## config.mk

```make
export PLATFORM = sky130hd
export DESIGN_NAME = system_reset
export DESIGN_NICKNAME = d
export VERILOG_FILES = /design/src/verilog/reset_pkg.sv /design/src/verilog/pin_sync.sv /design/src/verilog/system_reset.sv
export SDC_FILE = /design/constraint.sdc
export NUM_CORES = 1
export LEC_CHECK = 0
export BUFFER_PORTS_ARGS = -buffer_cell sky130_fd_sc_hd__buf_2
export CORE_UTILIZATION = 30
export DETAILED_ROUTE_END_ITERATION = 10
export PLACE_DENSITY_LB_ADDON = 0.3
export SLEW_MARGIN = 0
export SYNTH_ARGS = -nofsm -noshare
export SYNTH_HDL_FRONTEND = slang
export SYNTH_HIERARCHICAL = 1
export SYNTH_SLANG_ARGS = --single-unit
```

## constraint.sdc

```tcl
create_clock -name sys_clk -period 4.5 [get_ports sys_clk]
set_clock_uncertainty 0.05 [all_clocks]
set_input_delay 1.35 -clock sys_clk [delete_from_list [all_inputs] [get_ports sys_clk]]
set_output_delay 1.35 -clock sys_clk [all_outputs]
set_load 0.02 [all_outputs]
```

## src/verilog/reset_pkg.sv

```systemverilog
// Package: constants and carrier types for the system reset block
package reset_pkg;
    // ------------------------------------------------------------
    // Widths and timing
    // ------------------------------------------------------------
    localparam int BOOT_WIDTH = 4; // Boot-select strap width
    localparam int SYNC_STAGES = 3; // Pin synchroniser depth
    localparam int CLK_PERIOD_NS = 100; // System clock period
    localparam int RELEASE_TIME_NS = 400; // Least hold after sources clear
    localparam int RELEASE_CYCLES = (RELEASE_TIME_NS + CLK_PERIOD_NS - 1)
        / CLK_PERIOD_NS;
    localparam int CNT_WIDTH = 4; // Release counter width
    // ------------------------------------------------------------
    // Reset values of captured straps
    // ------------------------------------------------------------
    localparam logic [BOOT_WIDTH-1:0] BOOT_RESET = 4'h0;
    localparam logic ENDIAN_RESET = 1'h0;

    // Sequencer states
    typedef enum logic [1:0] {
        ST_HOLD = 2'b00,
        ST_WAIT = 2'b01,
        ST_RUN = 2'b10
    } seq_state_type;

    // Captured strap configuration
    typedef struct packed {
        logic littleEndian;
        logic [BOOT_WIDTH-1:0] bootMode;
    } strap_cfg_type;
endpackage

```

## src/verilog/pin_sync.sv

```systemverilog
// Three-stage pin synchroniser with agreement filter
`timescale 1ns/100ps
`default_nettype none
module pin_sync
    import reset_pkg::*;
#(
    parameter int WIDTH = 1,
    parameter logic [WIDTH-1:0] INIT = '0
) (
    input wire logic clk,
    input wire logic rst_n,
    input wire logic [WIDTH-1:0] pinIn,
    output logic [WIDTH-1:0] pinOut
);
    // Stage registers; first stage only feeds the second
    logic [WIDTH-1:0] s1_reg;
    logic [WIDTH-1:0] s2_reg;
    logic [WIDTH-1:0] s3_reg;
    logic [WIDTH-1:0] out_reg;
    // Accept a change once stages two and three agree
    wire [WIDTH-1:0] agree = ~(s2_reg ^ s3_reg);
    wire [WIDTH-1:0] out_next = (agree & s3_reg) | (~agree & out_reg);

    // Shift chain
    always_ff @(posedge clk or negedge rst_n) begin
        if (!rst_n) begin
            s1_reg <= INIT;
            s2_reg <= INIT;
            s3_reg <= INIT;
            out_reg <= INIT;
        end else begin
            s1_reg <= pinIn;
            s2_reg <= s1_reg;
            s3_reg <= s2_reg;
            out_reg <= out_next;
        end
    end
    assign pinOut = out_reg;
endmodule // pin_sync
`default_nettype wire

```

## src/verilog/system_reset.sv

```systemverilog
// Reset combiner, module reset distribution and strap capture
// Notes on behaviour
// Master reset holds all modules except reset/clock
// Drive active-low reset out from all sources
// Power-on reset input is active high
// Sample endian strap at reset; high is little
// Latch four boot-select straps at reset
// Release only after all sources clear, synchronised
`timescale 1ns/100ps
`default_nettype none
module system_reset
    import reset_pkg::*;
(
    input wire logic sys_clk,
    input wire logic rst_n,
    input wire logic powerOnReset,
    input wire logic masterReset_n,
    input wire logic watchdogTimeout,
    input wire logic endianStrap,
    input wire logic [BOOT_WIDTH-1:0] bootStrap,
    output logic systemReset_n,
    output logic moduleReset_n,
    output strap_cfg_type strapCfg
);
    // ------------------------------------------------------------
    // Pin synchronisers
    // ------------------------------------------------------------
    logic porSync; // Power-on level after filtering
    logic mrSync_n; // Master reset after filtering
    logic endianSync; // Endian strap after filtering
    logic [BOOT_WIDTH-1:0] bootSync; // Boot straps after filtering

    // Reset inputs start asserted so nothing runs before they settle
    pin_sync #(.WIDTH(2), .INIT(2'h1)) u_rstSync (
        .clk(sys_clk),
        .rst_n(rst_n),
        .pinIn({masterReset_n, powerOnReset}),
        .pinOut({mrSync_n, porSync})
    );
    pin_sync #(.WIDTH(BOOT_WIDTH + 1), .INIT(5'h00)) u_strapSync (
        .clk(sys_clk),
        .rst_n(rst_n),
        .pinIn({endianStrap, bootStrap}),
        .pinOut({endianSync, bootSync})
    );

    // ------------------------------------------------------------
    // Source combining
    // ------------------------------------------------------------
    wire porActive = porSync; // High level means power-up event
    wire masterActive = ~mrSync_n; // Low pin level is master reset
    // Watchdog comes from logic on this clock, so no synchroniser
    wire anySource = porActive | masterActive | watchdogTimeout;

    // ------------------------------------------------------------
    // Release sequencer
    // ------------------------------------------------------------
    seq_state_type state_reg;
    seq_state_type state_next;
    logic [CNT_WIDTH-1:0] cnt_reg; // Cycles since sources cleared
    logic [CNT_WIDTH-1:0] cnt_next;
    logic sysRst_reg; // Registered reset out
    logic modRst_reg; // Registered module reset
    strap_cfg_type cfg_reg; // Captured straps
    strap_cfg_type cfg_next;

    wire cntDone = (cnt_reg == CNT_WIDTH'(RELEASE_CYCLES - 1));
    wire inReset = (state_next != ST_RUN);

    // Next state: any source returns to hold at once
    always_comb begin
        state_next = state_reg;
        cnt_next = cnt_reg;
        unique case (state_reg)
            ST_HOLD: begin
                cnt_next = '0;
                if (!anySource) begin
                    state_next = ST_WAIT;
                end
            end
            ST_WAIT: begin
                if (anySource) begin
                    state_next = ST_HOLD; // Source came back
                    cnt_next = '0;
                end else if (cntDone) begin
                    state_next = ST_RUN;
                end else begin
                    cnt_next = cnt_reg + 1'b1;
                end
            end
            ST_RUN: begin
                if (anySource) begin
                    state_next = ST_HOLD;
                end
            end
            default: begin
                state_next = ST_HOLD; // Illegal code recovers to reset
                cnt_next = '0;
            end
        endcase
    end

    // Straps follow the pins while in reset, freeze at release
    always_comb begin
        cfg_next = cfg_reg;
        if (state_reg != ST_RUN) begin
            cfg_next.littleEndian = endianSync; // High means little
            cfg_next.bootMode = bootSync;
        end
    end

    // State and outputs registered
    always_ff @(posedge sys_clk or negedge rst_n) begin
        if (!rst_n) begin
            state_reg <= ST_HOLD;
            cnt_reg <= '0;
            sysRst_reg <= 1'b0;
            modRst_reg <= 1'b0;
            cfg_reg <= '{littleEndian: ENDIAN_RESET, bootMode: BOOT_RESET};
        end else begin
            state_reg <= state_next;
            cnt_reg <= cnt_next;
            sysRst_reg <= ~inReset;
            modRst_reg <= ~inReset;
            cfg_reg <= cfg_next;
        end
    end

    assign systemReset_n = sysRst_reg;
    assign moduleReset_n = modRst_reg;
    assign strapCfg = cfg_reg;
endmodule // system_reset
`default_nettype wire

```

* Word-level counts from Yosys, hierarchy flattened
Cells that the tools add are included.
Widths: inputs -> output; s select.
** Storage, ports and cells
- Flip-flop bits (word level) :: 40
- Bits of input ports :: 10
** Cells by class
- $add $sub $neg :: 1
- Equality and inequality tests :: 6
- Muxes and demuxes :: 8
- Bitwise gates (word level) :: 17
- Reduce and logical (&&, ||, !) cells :: 2
** Operators with widths (count)
- $and 5x5->5 :: 2
- $not 5->5 :: 2
- $mux 2 :: 4
- $mux 4 :: 2
- $pmux 4 s2 :: 1
- $pmux 2 s3 :: 1
- $or 5x5->5 :: 1
- $xor 5x5->5 :: 1
- $add 4x1->4 const B :: 1
- $and 2x2->2 :: 2
- $eq 4x2->1 const B :: 1
- $ne 2x2->1 const B :: 2
- $not 2->2 :: 2
- $ne 3x3->1 const B :: 1
- $not 1->1 :: 3
- $eq 2x1->1 const B :: 1
- $eq 2x2->1 const B :: 1
- $logic_not 2->1 :: 1
- $or 1x1->1 :: 2
- $or 2x2->2 :: 1
- $reduce_and 2->1 :: 1
- $xor 2x2->2 :: 1

* Depth between registers and ports, before layout
Gate-level depths: netlist (run 1).
- Word-level depth :: 7
- Mapped depth :: 4

* Modules after synthesis
Netlist (run 1), hierarchy kept.
** By module, submodules not included
- system_reset :: instances 1, cells an instance 46, area an instance 600.6 sq um, sequential area each 300.3 sq um
- pin_sync at u_strapSync :: instances 1, cells an instance 25, area an instance 556.8 sq um, sequential area each 500.5 sq um
- pin_sync at u_rstSync :: instances 1, cells an instance 10, area an instance 227.7 sq um, sequential area each 205.2 sq um

* Worst setup path after synthesis (run 1)
No wires, ideal clock.
- Path type :: input to register
- Start :: in watchdogTimeout
- End :: reg cnt_reg[3]
- Setup time :: 0.082 ns
- Arrival :: 1.938 ns
- Required time :: 4.368 ns
- Path slack :: 2.430 ns
- Cell stages on the path :: 3
- Path through :: nor4b_4 nand3b_1 a31oi_1
** Between the ends
- Cells in the longest elaborated chain, start to end :: 3
- Elaborated cells on any way between the ends :: 5
- Classes of those cells :: eq/ne: 1; mux: 2; bitwise: 1; reduce/logical: 1
** Ends and longest elaborated chain
- start: declaration :: RTL line system_reset.sv:18 : input wire logic watchdogTimeout,
- $or 1x1->1 (*) :: RTL line system_reset.sv:53 : wire anySource = porActive | masterActive | watchdogTimeout;
- $mux 4 / $ne 3x3->1 (equally long branches)
- $pmux 4 s2 / $reduce_and 2->1 (equally long branches)
- end signal: assignment :: RTL line system_reset.sv:122 : cnt_reg <= cnt_next;
- end: declaration :: RTL line system_reset.sv:60 : logic [CNT_WIDTH-1:0] cnt_reg;
Every way passes the cells marked *; elsewhere a longest branch is shown, timed or not.
A chain may end at the register's enable or synchronous reset.

* Final worst setup path (run 1)
- Start :: reg cfg_reg (netlist bit strapCfg[3])
- End :: out strapCfg[3] (netlist bit)
** RTL lines
- start: declaration :: RTL line system_reset.sv:64 : strap_cfg_type cfg_reg;
- start signal: assignment :: RTL line system_reset.sv:119 : cfg_reg <= '{littleEndian: ENDIAN_RESET, bootMode: BOOT_RESET};
- start signal: assignment :: RTL line system_reset.sv:125 : cfg_reg <= cfg_next;
- end: declaration :: RTL line system_reset.sv:23 : output strap_cfg_type strapCfg
No word-level cell between the ends.

==> summary.md, run 1 <==
| Metric | Value |
|---|---|
| Layout area overhead | `17.6%` |
| Iteration-0 DRC Markers | `22` |
| Tot Pwr | `0.735 mW` |
| Largest stage delay, worst path | `0.40 ns` |
| First-pass iteration count of the detailed router | `4` |
| Clock sink count | `40` |
| Max VDD drop | `0.185 mV` |
| Layout Cells excl Fill | `154` |
| Post-Syn Area per Cell | `17.1 um^2` |
| DP Wirelength | `1240 um` |
| Buffers added on ports | `16` |
| Worst hold slack | `0.301 ns` |
| Layout cells sized above 1 | `0.431` |
| Fin. max-slew vios | `0` |
| Drt wl/cell | `12.4 um` |
| CP cell instances | `buf_2` |
| Commonest non-fill, non-tap cell in the layout | `dfrtp_1` |
| CP Capture Type | `output port` |
| Crit-path slowest cell | `dfrtp_1` |
| Num ports | `17` |
| Largest net degree at the start of global routing | `41` |
| HP Class | `reg -> reg` |
| Fill count | `433` |
| Min-Delay Endpoint | `u_strapSync/s2_reg[1]$_DFF_PN0_` |
| Row cnt | `24` |
| Origin of the critical flop-to-flop path | `cnt_reg[0]$_DFFE_PN0P_` |
| Hold-fix buffers, CTS | `0` |
| Die H | `69.9 um` |
| Worst r2r path cells | `4` |
| Total Wirelength | `1910 um` |
| Status | `finished, final reports clean` |
| Static leakage | `0.715 nW` |
| Reg2reg end | `state_reg[1]$_DFF_PN0_` |
| Max-cap violations | `0` |
| CTS tree | `built` |
| Setup violations, final | `0` |
| HP Start | `u_strapSync/s1_reg[1]$_DFF_PN0_` |
| Worst Path Required | `3.10 ns` |
| Die area | `0.00489 mm^2` |
| RSZ-0062 raised after global routing | `no` |
| Nets | `112` |
| Setup TNS | `0 ns` |
| Post-Syn Area | `0.00139 mm^2` |
| Root Driver | `clkbuf_8` |
| Setup CP Type | `reg -> out` |
| #FFs+latches synth | `40` |
| Main synth FF type | `dfrtp_1` |
| Minimum clock period | `2.25 ns` |
| Hold Path Stages | `0` |
| CP Max Fanout | `2` |
| Post CTS Setup Buffer Count | `0` |
| CTS Buf Count | `5` |
| FFs w/ async S/R, synth | `1.00` |
| Via count | `676` |
| R2r setup slk | `2.90 ns` |
| Number of flops mapped to enable cells by yosys | `0` |
| Fin util | `0.372` |
| Inst Count DP | `146` |
| Max_slew headroom | `0.412` |
| Total gr overflow | `0` |
| Initial antenna violation count | `0` |
| CP top delay family | `flip-flops` |
| Clock Path Buffers | `2` |
| CTS H-tree lvls | `2` |
| First-pass GRT wire length | `3270 um` |
| Post-cts sizing count | `0` |
| Antenna Cells | `0` |
| DIE WIDTH | `69.9 um` |
| WP data arrival | `0.85 ns` |
| Clock network latency to the later pin of the worst-skew pair | `0.29 ns` |
| Synthesized instance count | `81` |
| PD cells | `451 mW/mm^2` |
| Global router's overall resource usage | `0.0915` |
| Initial Util | `0.316` |
| Fmax | `444 MHz` |
| DR vias/cell | `4.39` |
| Post-route ant nets | `0` |
| CP Launch Type | `flop` |
| Most frequent cells in the layout | `dfrtp_1, buf_2, maj3_2` |
| Final period util | `0.500` |
| Clk slew on worst S/H paths | `0.08 ns` |
| Vias in the first global route | `683` |
| Synth cell types | `27` |
| DRC viols | `0` |
| Register area share after synthesis | `0.726` |
| Count of final hold-check violations | `0` |
| Buf+Inv Stages, Crit Path | `1` |
| Synth warnings | `6` |
| Placer congestion estimate | `0.620` |
| Worst-Margin Slew | `0.882 ns` |
| Mapped Nets | `92` |
| Core ar. | `0.00438 mm^2` |
## how the worst max path moves through the flow
stage	to	slack, ns	start	cells after the start
6_report	strapCfg[3]	2.25	strapCfg[3]$_DFFE_PN0P_	1
5_1_grt	strapCfg[1]	2.21	strapCfg[1]$_DFFE_PN0P_	1
4_1_cts	strapCfg[1]	2.23	strapCfg[1]$_DFFE_PN0P_	1
3_5_place_dp	cnt_reg[3]$_DFFE_PN0P_	2.21	watchdogTimeout	4
3_3_place_gp	cnt_reg[3]$_DFFE_PN0P_	2.23	watchdogTimeout	4
2_1_floorplan	cnt_reg[3]$_DFFE_PN0P_	2.43	watchdogTimeout	3
## Yosys cell counts, types with 2 or more instances
| library cell | n | area (um^2) |
|---|---|---|
| inv_1 | 2 | 7.51 |
| a31oi_1 | 2 | 12.5 |
| maj3_2 | 7 | 78.8 |
| buf_4 | 3 | 22.5 |
| dfrtp_1 | 36 | 901 |
| mux2_1 | 2 | 22.5 |
| mux2_2 | 3 | 33.8 |
| nand2_1 | 3 | 11.3 |
| a2111oi_2 | 2 | 30.0 |
| dfstp_2 | 4 | 105 |
## per-layer routing
metal	global-route usage	vias up	share of wire	routed length, um
met1	0.123	331	0.50	957
met4	0.0667	0	0.024	46
met3	0.0361	5	0.051	98
li1	-	325	-	-
met5	0	-	0	0
met2	0.118	15	0.42	810
## report_power, final
group | leakage [nW] | internal [mW] | total [mW] | switching [mW]
combinational | 0.176 | 0.0167 | 0.0368 | 0.0201
sequential | 0.478 | 0.382 | 0.395 | 0.0129
clock | 0.0614 | 0.181 | 0.303 | 0.122
## final cells by class
cell class,count,area (um^2),area share
clock buffer,6,82.6,0.0507
clock inverter,2,38.8,0.0238
tap,52,65.1,0.0399
timing repair buffer,16,80.1,0.0492
inverter,2,7.51,0.00461
multi-input combinational,36,349,0.214
sequential,40,1010,0.618
## per-stage QoR
stage	setup WS (ns)	cell area [um^2]
2_1_floorplan	2.43	1390
3_3_place_gp	2.23	1510
3_5_place_dp	2.21	1510
4_1_cts	2.23	1630
5_1_grt	2.21	1630
6_report	2.25	1630
## cell families (layout without fill, tap and decap cells)
| group | after synthesis | in the layout | synth area share |
|---|---|---|---|
| fa+ha+maj | 8 | 8 | 0.0659 |
| xor+xnor | 1 | 1 | 0.00632 |
| simple gates | 12 | 12 | 0.0759 |
| buf+inv | 5 | 26 | 0.0217 |
| compound gates | 9 | 9 | 0.0560 |
| mux | 6 | 6 | 0.0479 |
| flops | 40 | 40 | 0.726 |
No activity file was read; power rests on OpenSTA's default activity.
==> run 2, diff against run 1 <==
Settings changed: ABC_AREA from default to 1.
Clock period 4.5 ns to 1.86 ns, I/O delays scaled along.
==> summary.md, run 2 <==
| Metric | Value |
|---|---|
| Setup violations, final | `0 (unchanged)` |
| Minimum clock period | `1.44 ns` |
| Drt wl/cell | `10.3 um (was 12.4 um)` |
| Worst-Margin Slew | `0.465 ns (was 0.882 ns)` |
| Die H | `69.5 um (was 69.9 um)` |
| Post-route ant nets | `0 (unchanged)` |
| DR vias/cell | `4.32 (was 4.39)` |
| Post-Syn Area per Cell | `11.8 um^2 (was 17.1 um^2)` |
| DRC viols | `0 (unchanged)` |
| Final period util | `0.772` |
| Worst Path Required | `1.25 ns (was 3.10 ns)` |
| Area leader, netlist | `dfrtp_1 (unchanged)` |
| Post-Syn Area | `0.00137 mm^2 (was 0.00139 mm^2)` |
| Iteration-0 DRC Markers | `29 (was 22)` |
| Worst hold slack | `0.173 ns (was 0.301 ns)` |
| Count of final hold-check violations | `0 (unchanged)` |
| Area share of the largest cell type after synthesis | `0.660 (was 0.650)` |
| Synth warnings | `6 (unchanged)` |
| Most frequent cells in the layout | `dfrtp_1, nand2_1, buf_2 (was dfrtp_1, buf_2, maj3_2)` |
| Area of the multi-input gates | `303 um^2 (was 349 um^2)` |
| DIE WIDTH | `69.5 um (was 69.9 um)` |
| PD cells | `1010 mW/mm^2 (was 451 mW/mm^2)` |
| Sequential share of power | `0.588 (was 0.537)` |
| HP Class | `in -> async (was reg -> reg)` |
| Post-cts sizing count | `0 (unchanged)` |
| Synth cell types | `19 (was 27)` |
| Synthesized instance count | `116 (was 81)` |
| Antenna Cells | `0 (unchanged)` |
| Static leakage | `0.812 nW (was 0.715 nW)` |
| Cell depth of the worst setup path | `1 (unchanged)` |
| Logic gate share of total power | `0.060 (was 0.050)` |
| Top-count cell post-synth | `dfrtp_1 (unchanged)` |
| Max VDD drop | `0.459 mV (was 0.185 mV)` |
| Die area | `0.00482 mm^2 (was 0.00489 mm^2)` |
| Cell-internal power | `1.26 mW (was 0.580 mW)` |
| Via count | `829 (was 676)` |
| DP Wirelength | `1390 um (was 1240 um)` |
| CP top delay family | `flip-flops (unchanged)` |
| Row cnt | `24 (unchanged)` |
| Worst r2r path cells | `6 (was 4)` |
| CP Max Fanout | `2 (unchanged)` |
| Setup CP Type | `reg -> out (unchanged)` |
| Number of flops mapped to enable cells by yosys | `0 (unchanged)` |
| Clock sink count | `40 (unchanged)` |
| Commonest non-fill, non-tap cell in the layout | `dfrtp_1 (unchanged)` |
| Clock Path Buffers | `2 (unchanged)` |
| Clk slew on worst S/H paths | `0.07 ns (was 0.08 ns)` |
| Clock share of power | `0.352 (was 0.413)` |
| #FFs+latches synth | `40 (unchanged)` |
| FFs w/ async S/R, synth | `1.00 (unchanged)` |
| Switch share | `0.225 (was 0.211)` |
| Root Driver | `clkbuf_8 (unchanged)` |
| Setup TNS | `0 ns (unchanged)` |
| Layout area overhead | `18.3% (was 17.6%)` |
| Placer congestion estimate | `0.674 (was 0.620)` |
| CTS H-tree lvls | `2 (unchanged)` |
| Initial Util | `0.314 (was 0.316)` |
| Nets | `150 (was 112)` |
| CP Capture Type | `output port (unchanged)` |
| Buf+Inv Stages, Crit Path | `1 (unchanged)` |
| First-pass GRT wire length | `3440 um (was 3270 um)` |
| Fill count | `409 (was 433)` |
| First-pass iteration count of the detailed router | `4 (unchanged)` |
| Largest cells by area after synthesis | `dfrtp_1, nand2_1, dfstp_2, a21oi_1, inv_1 (was dfrtp_1, dfstp_2, maj3_2, mux2_2, a2111oi_2)` |
| Status | `finished, final reports clean (unchanged)` |
| Max-cap violations | `0 (unchanged)` |
| Post CTS Setup Buffer Count | `0 (unchanged)` |
| Total gr overflow | `0 (unchanged)` |
| CP Launch Type | `flop (unchanged)` |
| Buffers added on ports | `16 (unchanged)` |
| Main synth FF type | `dfrtp_1 (unchanged)` |
| CTS Buf Count | `5 (unchanged)` |
| Max_slew headroom | `0.690 (was 0.412)` |
| Global router's overall resource usage | `0.0933 (was 0.0915)` |
| Net switching power | `0.365 mW (was 0.155 mW)` |
| CTS tree | `built (unchanged)` |
| Mapped Nets | `127 (was 92)` |
| Largest net degree at the start of global routing | `22 (was 41)` |
| Register area share after synthesis | `0.737 (was 0.726)` |
| WP data arrival | `0.83 ns (was 0.85 ns)` |
| Layout cells sized above 1 | `0.257 (was 0.431)` |
| Fin. max-slew vios | `0 (unchanged)` |
| Hold-fix buffers, CTS | `0 (unchanged)` |
| Num ports | `17 (unchanged)` |
| Post-synth top cells | `dfrtp_1, nand2_1, inv_1 (was dfrtp_1, maj3_2, dfstp_2)` |
| RSZ-0062 raised after global routing | `no (unchanged)` |
| Clock network latency to the later pin of the worst-skew pair | `0.28 ns (was 0.29 ns)` |
| FF/Latch Area | `0.00101 mm^2 (unchanged)` |
| CP cell instances | `buf_2 (unchanged)` |
| Largest stage delay, worst path | `0.38 ns (was 0.40 ns)` |
| Initial antenna violation count | `0 (unchanged)` |
| Fmax | `696 MHz` |
| Total Wirelength | `1990 um (was 1910 um)` |
| Vias in the first global route | `825 (was 683)` |
| Core ar. | `0.00435 mm^2 (was 0.00438 mm^2)` |
| Crit-path slowest cell | `dfrtp_1 (unchanged)` |
run 2: cell types whose count changed in the layout (fill, tap and decap cells not counted), moves of 3 or more:
cell     previous run  this run
a21oi_1             0         9
maj3_2              7         0
mux2_2              3         0
nand3_1             0         3
inv_1               2        12
nor2_1              1         7
nand2_1             3        31
run 2: final cells by class:
class | count | share of cell area
Sequential cell | 40 | 0.623
Clock buffer | 6 | 0.0511
Inverter | 13 | 0.0302
Timing Repair Buffer | 17 | 0.0620
Tap cell | 52 | 0.0403
Clock inverter | 2 | 0.00620
Multi-Input combinational cell | 62 | 0.187
run 2: metrics by stage:
stage	utilization	power [mW]	setup WS [ns]	instance area, um^2	cells
after detailed placement	0.350	1.07	0.439	1520	184
after CTS	0.371	1.66	0.404	1620	192
after floorplan	-	1.02	0.639	1370	116
after global routing	0.371	1.71	0.372	1620	192
after global placement	0.350	1.07	0.513	1520	184
final	0.371	1.62	0.423	1620	192
run 2: path summary, 6_finish.rpt:
path | from | to | slack (ns)
max | strapCfg[4]$_DFFE_PN0P_ | strapCfg[4] | 0.42
min | rst_n | u_strapSync/s1_reg[3]$_DFF_PN0_ | 0.17
max reg2reg | cnt_reg[0]$_DFFE_PN0P_ | cnt_reg[0]$_DFFE_PN0P_ | 0.55
min reg2reg | u_strapSync/s1_reg[4]$_DFF_PN0_ | u_strapSync/s2_reg[4]$_DFF_PN0_ | 0.30
max in group asynchronous | rst_n | u_strapSync/s3_reg[1]$_DFF_PN0_ | 1.13
min in group sys_clk | u_strapSync/s1_reg[4]$_DFF_PN0_ | u_strapSync/s2_reg[4]$_DFF_PN0_ | 0.30
run 2: power groups by stage:
| stage | Combinational [mW] | Sequential (mW) | Clock [mW] |
|---|---|---|---|
| global route | 0.112 | 0.963 | 0.635 |
| floorplan | 0.0356 | 0.981 | 0 |
| finish | 0.0968 | 0.955 | 0.572 |
| detailed placement | 0.0995 | 0.973 | 0 |
| global placement | 0.0964 | 0.970 | 0 |
| CTS | 0.0997 | 0.956 | 0.602 |
run 2: cells by family after synthesis:
group	Yosys count	synth area share
flops	40	0.737
xor+xnor	2	0.0128
compound gates	10	0.0367
simple gates	49	0.163
fa+ha+maj	1	0.00916
buf+inv	14	0.0412
run 2: routing by layer:
metal | vias up | track usage | share of wire
met2 | 23 | 0.151 | 0.51
li1 | 399 | - | -
met3 | 2 | 0.0436 | 0.048
met4 | 0 | 0.0454 | 0.0065
met5 | - | 0 | 0
met1 | 405 | 0.103 | 0.44
==> run 3, diff against run 2 <==
Clock period 1.86 ns to 1.2 ns, I/O delays scaled along.
==> summary.md, run 3 (same netlist as run 2, synthesis figures left out) <==
| Metric | Value |
|---|---|
| Status | `complete, but fails checks (was finished, final reports clean)` |
| Failing checks | `negative setup slack` |
| Met2 Track Usage GR | `0.160 (was 0.151)` |
| DRC viols | `0 (unchanged)` |
| Buf+Inv Stages, Crit Path | `1 (unchanged)` |
| Most frequent cells in the layout | `dfrtp_1, nand2_1, inv_1, buf_4, buf_2 (was dfrtp_1, nand2_1, buf_2)` |
| Net switching power | `0.580 mW (was 0.365 mW)` |
| Die area | `0.00482 mm^2 (unchanged)` |
| CP Launch Type | `flop (unchanged)` |
| WP data arrival | `0.83 ns (about the same)` |
| Min-Delay Endpoint | `u_rstSync/s1_reg[0]$_DFF_PN1_` |
| Iteration-0 DRC Markers | `48 (was 29)` |
| Origin of the critical flop-to-flop path | `cnt_reg[0]$_DFFE_PN0P_ (unchanged)` |
| Die H | `69.5 um (unchanged)` |
| HP Class | `in -> reg (was in -> async)` |
| Max VDD drop | `0.658 mV (was 0.459 mV)` |
| RSZ-0062 raised after global routing | `yes (was no)` |
| PD cells | `1480 mW/mm^2 (was 1010 mW/mm^2)` |
| Clk slew on worst S/H paths | `0.07 ns (about the same)` |
| First-pass iteration count of the detailed router | `4 (unchanged)` |
| Largest stage delay, worst path | `0.39 ns (was 0.38 ns)` |
| GR peak layer | `met2 (unchanged)` |
| Vias in the first global route | `842 (was 825)` |
| Max-cap violations | `0 (unchanged)` |
| Total Wirelength | `2170 um (was 1990 um)` |
| Hold Path Stages | `1` |
| CP Max Fanout | `2 (unchanged)` |
| Total gr overflow | `0 (unchanged)` |
| Fmax | `807 MHz` |
| Clock network latency to the later pin of the worst-skew pair | `0.29 ns (was 0.28 ns)` |
| CP Capture Type | `output port (unchanged)` |
| Area of the multi-input gates | `319 um^2 (was 303 um^2)` |
| Worst-Margin Slew | `0.352 ns (was 0.465 ns)` |
| Antenna Cells | `0 (unchanged)` |
| Num ports | `17 (unchanged)` |
| Layout area overhead | `27.7% (was 18.3%)` |
| Switch share | `0.225 (about the same)` |
| First-pass GRT wire length | `3730 um (was 3440 um)` |
| Static leakage | `0.861 nW (was 0.812 nW)` |
| Initial antenna violation count | `0 (unchanged)` |
| Logic gate share of total power | `0.074 (was 0.060)` |
| Global router's overall resource usage | `0.102 (was 0.0933)` |
| Fin. max-slew vios | `0 (unchanged)` |
| Minimum clock period | `1.24 ns` |
| Final period util | `1.03` |
| Placer congestion estimate | `0.734 (was 0.674)` |
| Clock sink count | `40 (unchanged)` |
| Nets | `161 (was 150)` |
| Initial Util | `0.314 (unchanged)` |
| PnR worst setup slack | `-0.0399 ns (was 0.423 ns)` |
| Setup violations, final | `8 (was 0)` |
| Count of final hold-check violations | `0 (unchanged)` |
| Core ar. | `0.00435 mm^2 (unchanged)` |
| CTS tree | `built (unchanged)` |
| Worst Path Required | `0.79 ns (was 1.25 ns)` |
| Worst r2r path cells | `6 (unchanged)` |
| Crit-path slowest cell | `dfrtp_1 (unchanged)` |
| Fin util | `0.400 (was 0.371)` |
| Sequential share of power | `0.577 (was 0.588)` |
| Drt wl/cell | `10.7 um (was 10.3 um)` |
| Commonest non-fill, non-tap cell in the layout | `dfrtp_1 (unchanged)` |
| Row cnt | `24 (unchanged)` |
| Root Driver | `clkbuf_8 (unchanged)` |
| Tot Pwr | `2.58 mW (was 1.62 mW)` |
| CP top delay family | `flip-flops (unchanged)` |
| Layout cells sized above 1 | `0.325 (was 0.257)` |
| DR vias/cell | `4.18 (was 4.32)` |
| DP Wirelength | `1500 um (was 1390 um)` |
| Via count | `849 (was 829)` |
| Largest net degree at the start of global routing | `18 (was 22)` |
| DIE WIDTH | `69.5 um (unchanged)` |
| CP cell instances | `buf_2 (unchanged)` |
| Cell-internal power | `2.00 mW (was 1.26 mW)` |
| R2r setup slk | `-0.01 ns (was 0.55 ns)` |
| HP Start | `powerOnReset` |
| Buffers added on ports | `16 (unchanged)` |
| Max_slew headroom | `0.765 (was 0.690)` |
| FF/Latch Area | `0.00101 mm^2 (unchanged)` |
| Setup CP Type | `reg -> out (unchanged)` |
| Worst hold slack | `0.119 ns (was 0.173 ns)` |
| CTS Buf Count | `5 (unchanged)` |
| Post-route ant nets | `0 (unchanged)` |
| Reg2reg end | `cnt_reg[0]$_DFFE_PN0P_ (unchanged)` |
| CTS H-tree lvls | `2 (unchanged)` |
| Clock share of power | `0.349 (was 0.352)` |
| Fill count | `406 (was 409)` |
| M1 GR Usage | `0.123 (was 0.103)` |
| GR met3 Demand/Resource | `0.0349 (was 0.0436)` |
| Clock Path Buffers | `2 (unchanged)` |
-- run 3: cell count changes in the layout (fill, tap and decap cells not counted), sizes merged --
cell         previous run  this run
clkinvlp                0         1
clkinv                  2         0
clkbuf                  6         7
buf                    17        27
dlygate4sd3             0         1
-- run 3: how the worst max path moves through the flow --
stage | from | end | slack (ns) | cells past startpoint
after floorplan | cnt_reg[0]$_DFFE_PN0P_ | state_reg[0]$_DFF_PN0_ | 0.06 | 5
after global placement | watchdogTimeout | cnt_reg[1]$_DFFE_PN0P_ | 0.04 | 8
after detailed placement | cnt_reg[1]$_DFFE_PN0P_ | cnt_reg[0]$_DFFE_PN0P_ | -0.07 | 6
after CTS | strapCfg[2]$_DFFE_PN0P_ | strapCfg[2] | -0.05 | 1
after global routing | cnt_reg[0]$_DFFE_PN0P_ | cnt_reg[1]$_DFFE_PN0P_ | -0.07 | 7
final | moduleReset_n$_DFF_PN0_ | moduleReset_n | -0.04 | 1
-- run 3: repair_timing --
action,CTS,global route
resized for setup,15,2
setup buffers,3,1
hold endpoints to repair,9,0
hold buffers,1,0
pin swaps,6,5
cloned,0,0
endpoints found under the setup margin,11,13
-- run 3: power by group through the flow --
stage | Sequential [mW] | Clock (mW) | Combinational (mW)
after global placement | 1.50 | 0 | 0.154
final | 1.49 | 0.898 | 0.191
after floorplan | 1.52 | 0 | 0.0551
after global routing | 1.50 | 0.993 | 0.212
after CTS | 1.49 | 0.939 | 0.192
after detailed placement | 1.51 | 0 | 0.162
-- run 3: cell type report --
| class | count | area share |
|---|---|---|
| sequential | 40 | 0.577 |
| multi-input combinational | 62 | 0.183 |
| clock buffer | 7 | 0.0495 |
| inverter | 13 | 0.0280 |
| tap | 52 | 0.0373 |
| clock inverter | 1 | 0.00431 |
| timing repair buffer | 28 | 0.121 |
-- run 3: metrics by stage --
step | setup TNS (ns) | instances | instance area, um^2 | worst slack, ns
after CTS | -0.439 | 202 | 1730 | -0.0494
after global placement | 0 | 190 | 1560 | 0.0418
after global routing | -0.637 | 203 | 1740 | -0.0720
final | -0.207 | 203 | 1740 | -0.0399
after floorplan | 0 | 116 | 1370 | 0.0574
after detailed placement | -0.201 | 190 | 1560 | -0.0716
-- run 3: routing by layer --
metal  routed length [um]  share of wire  up-vias
li1                     -              -      421
met1                  913           0.42      404
met2                 1120           0.52       16
met3                   81          0.037        8
met4                   55          0.025        0
met5                    0              0        -
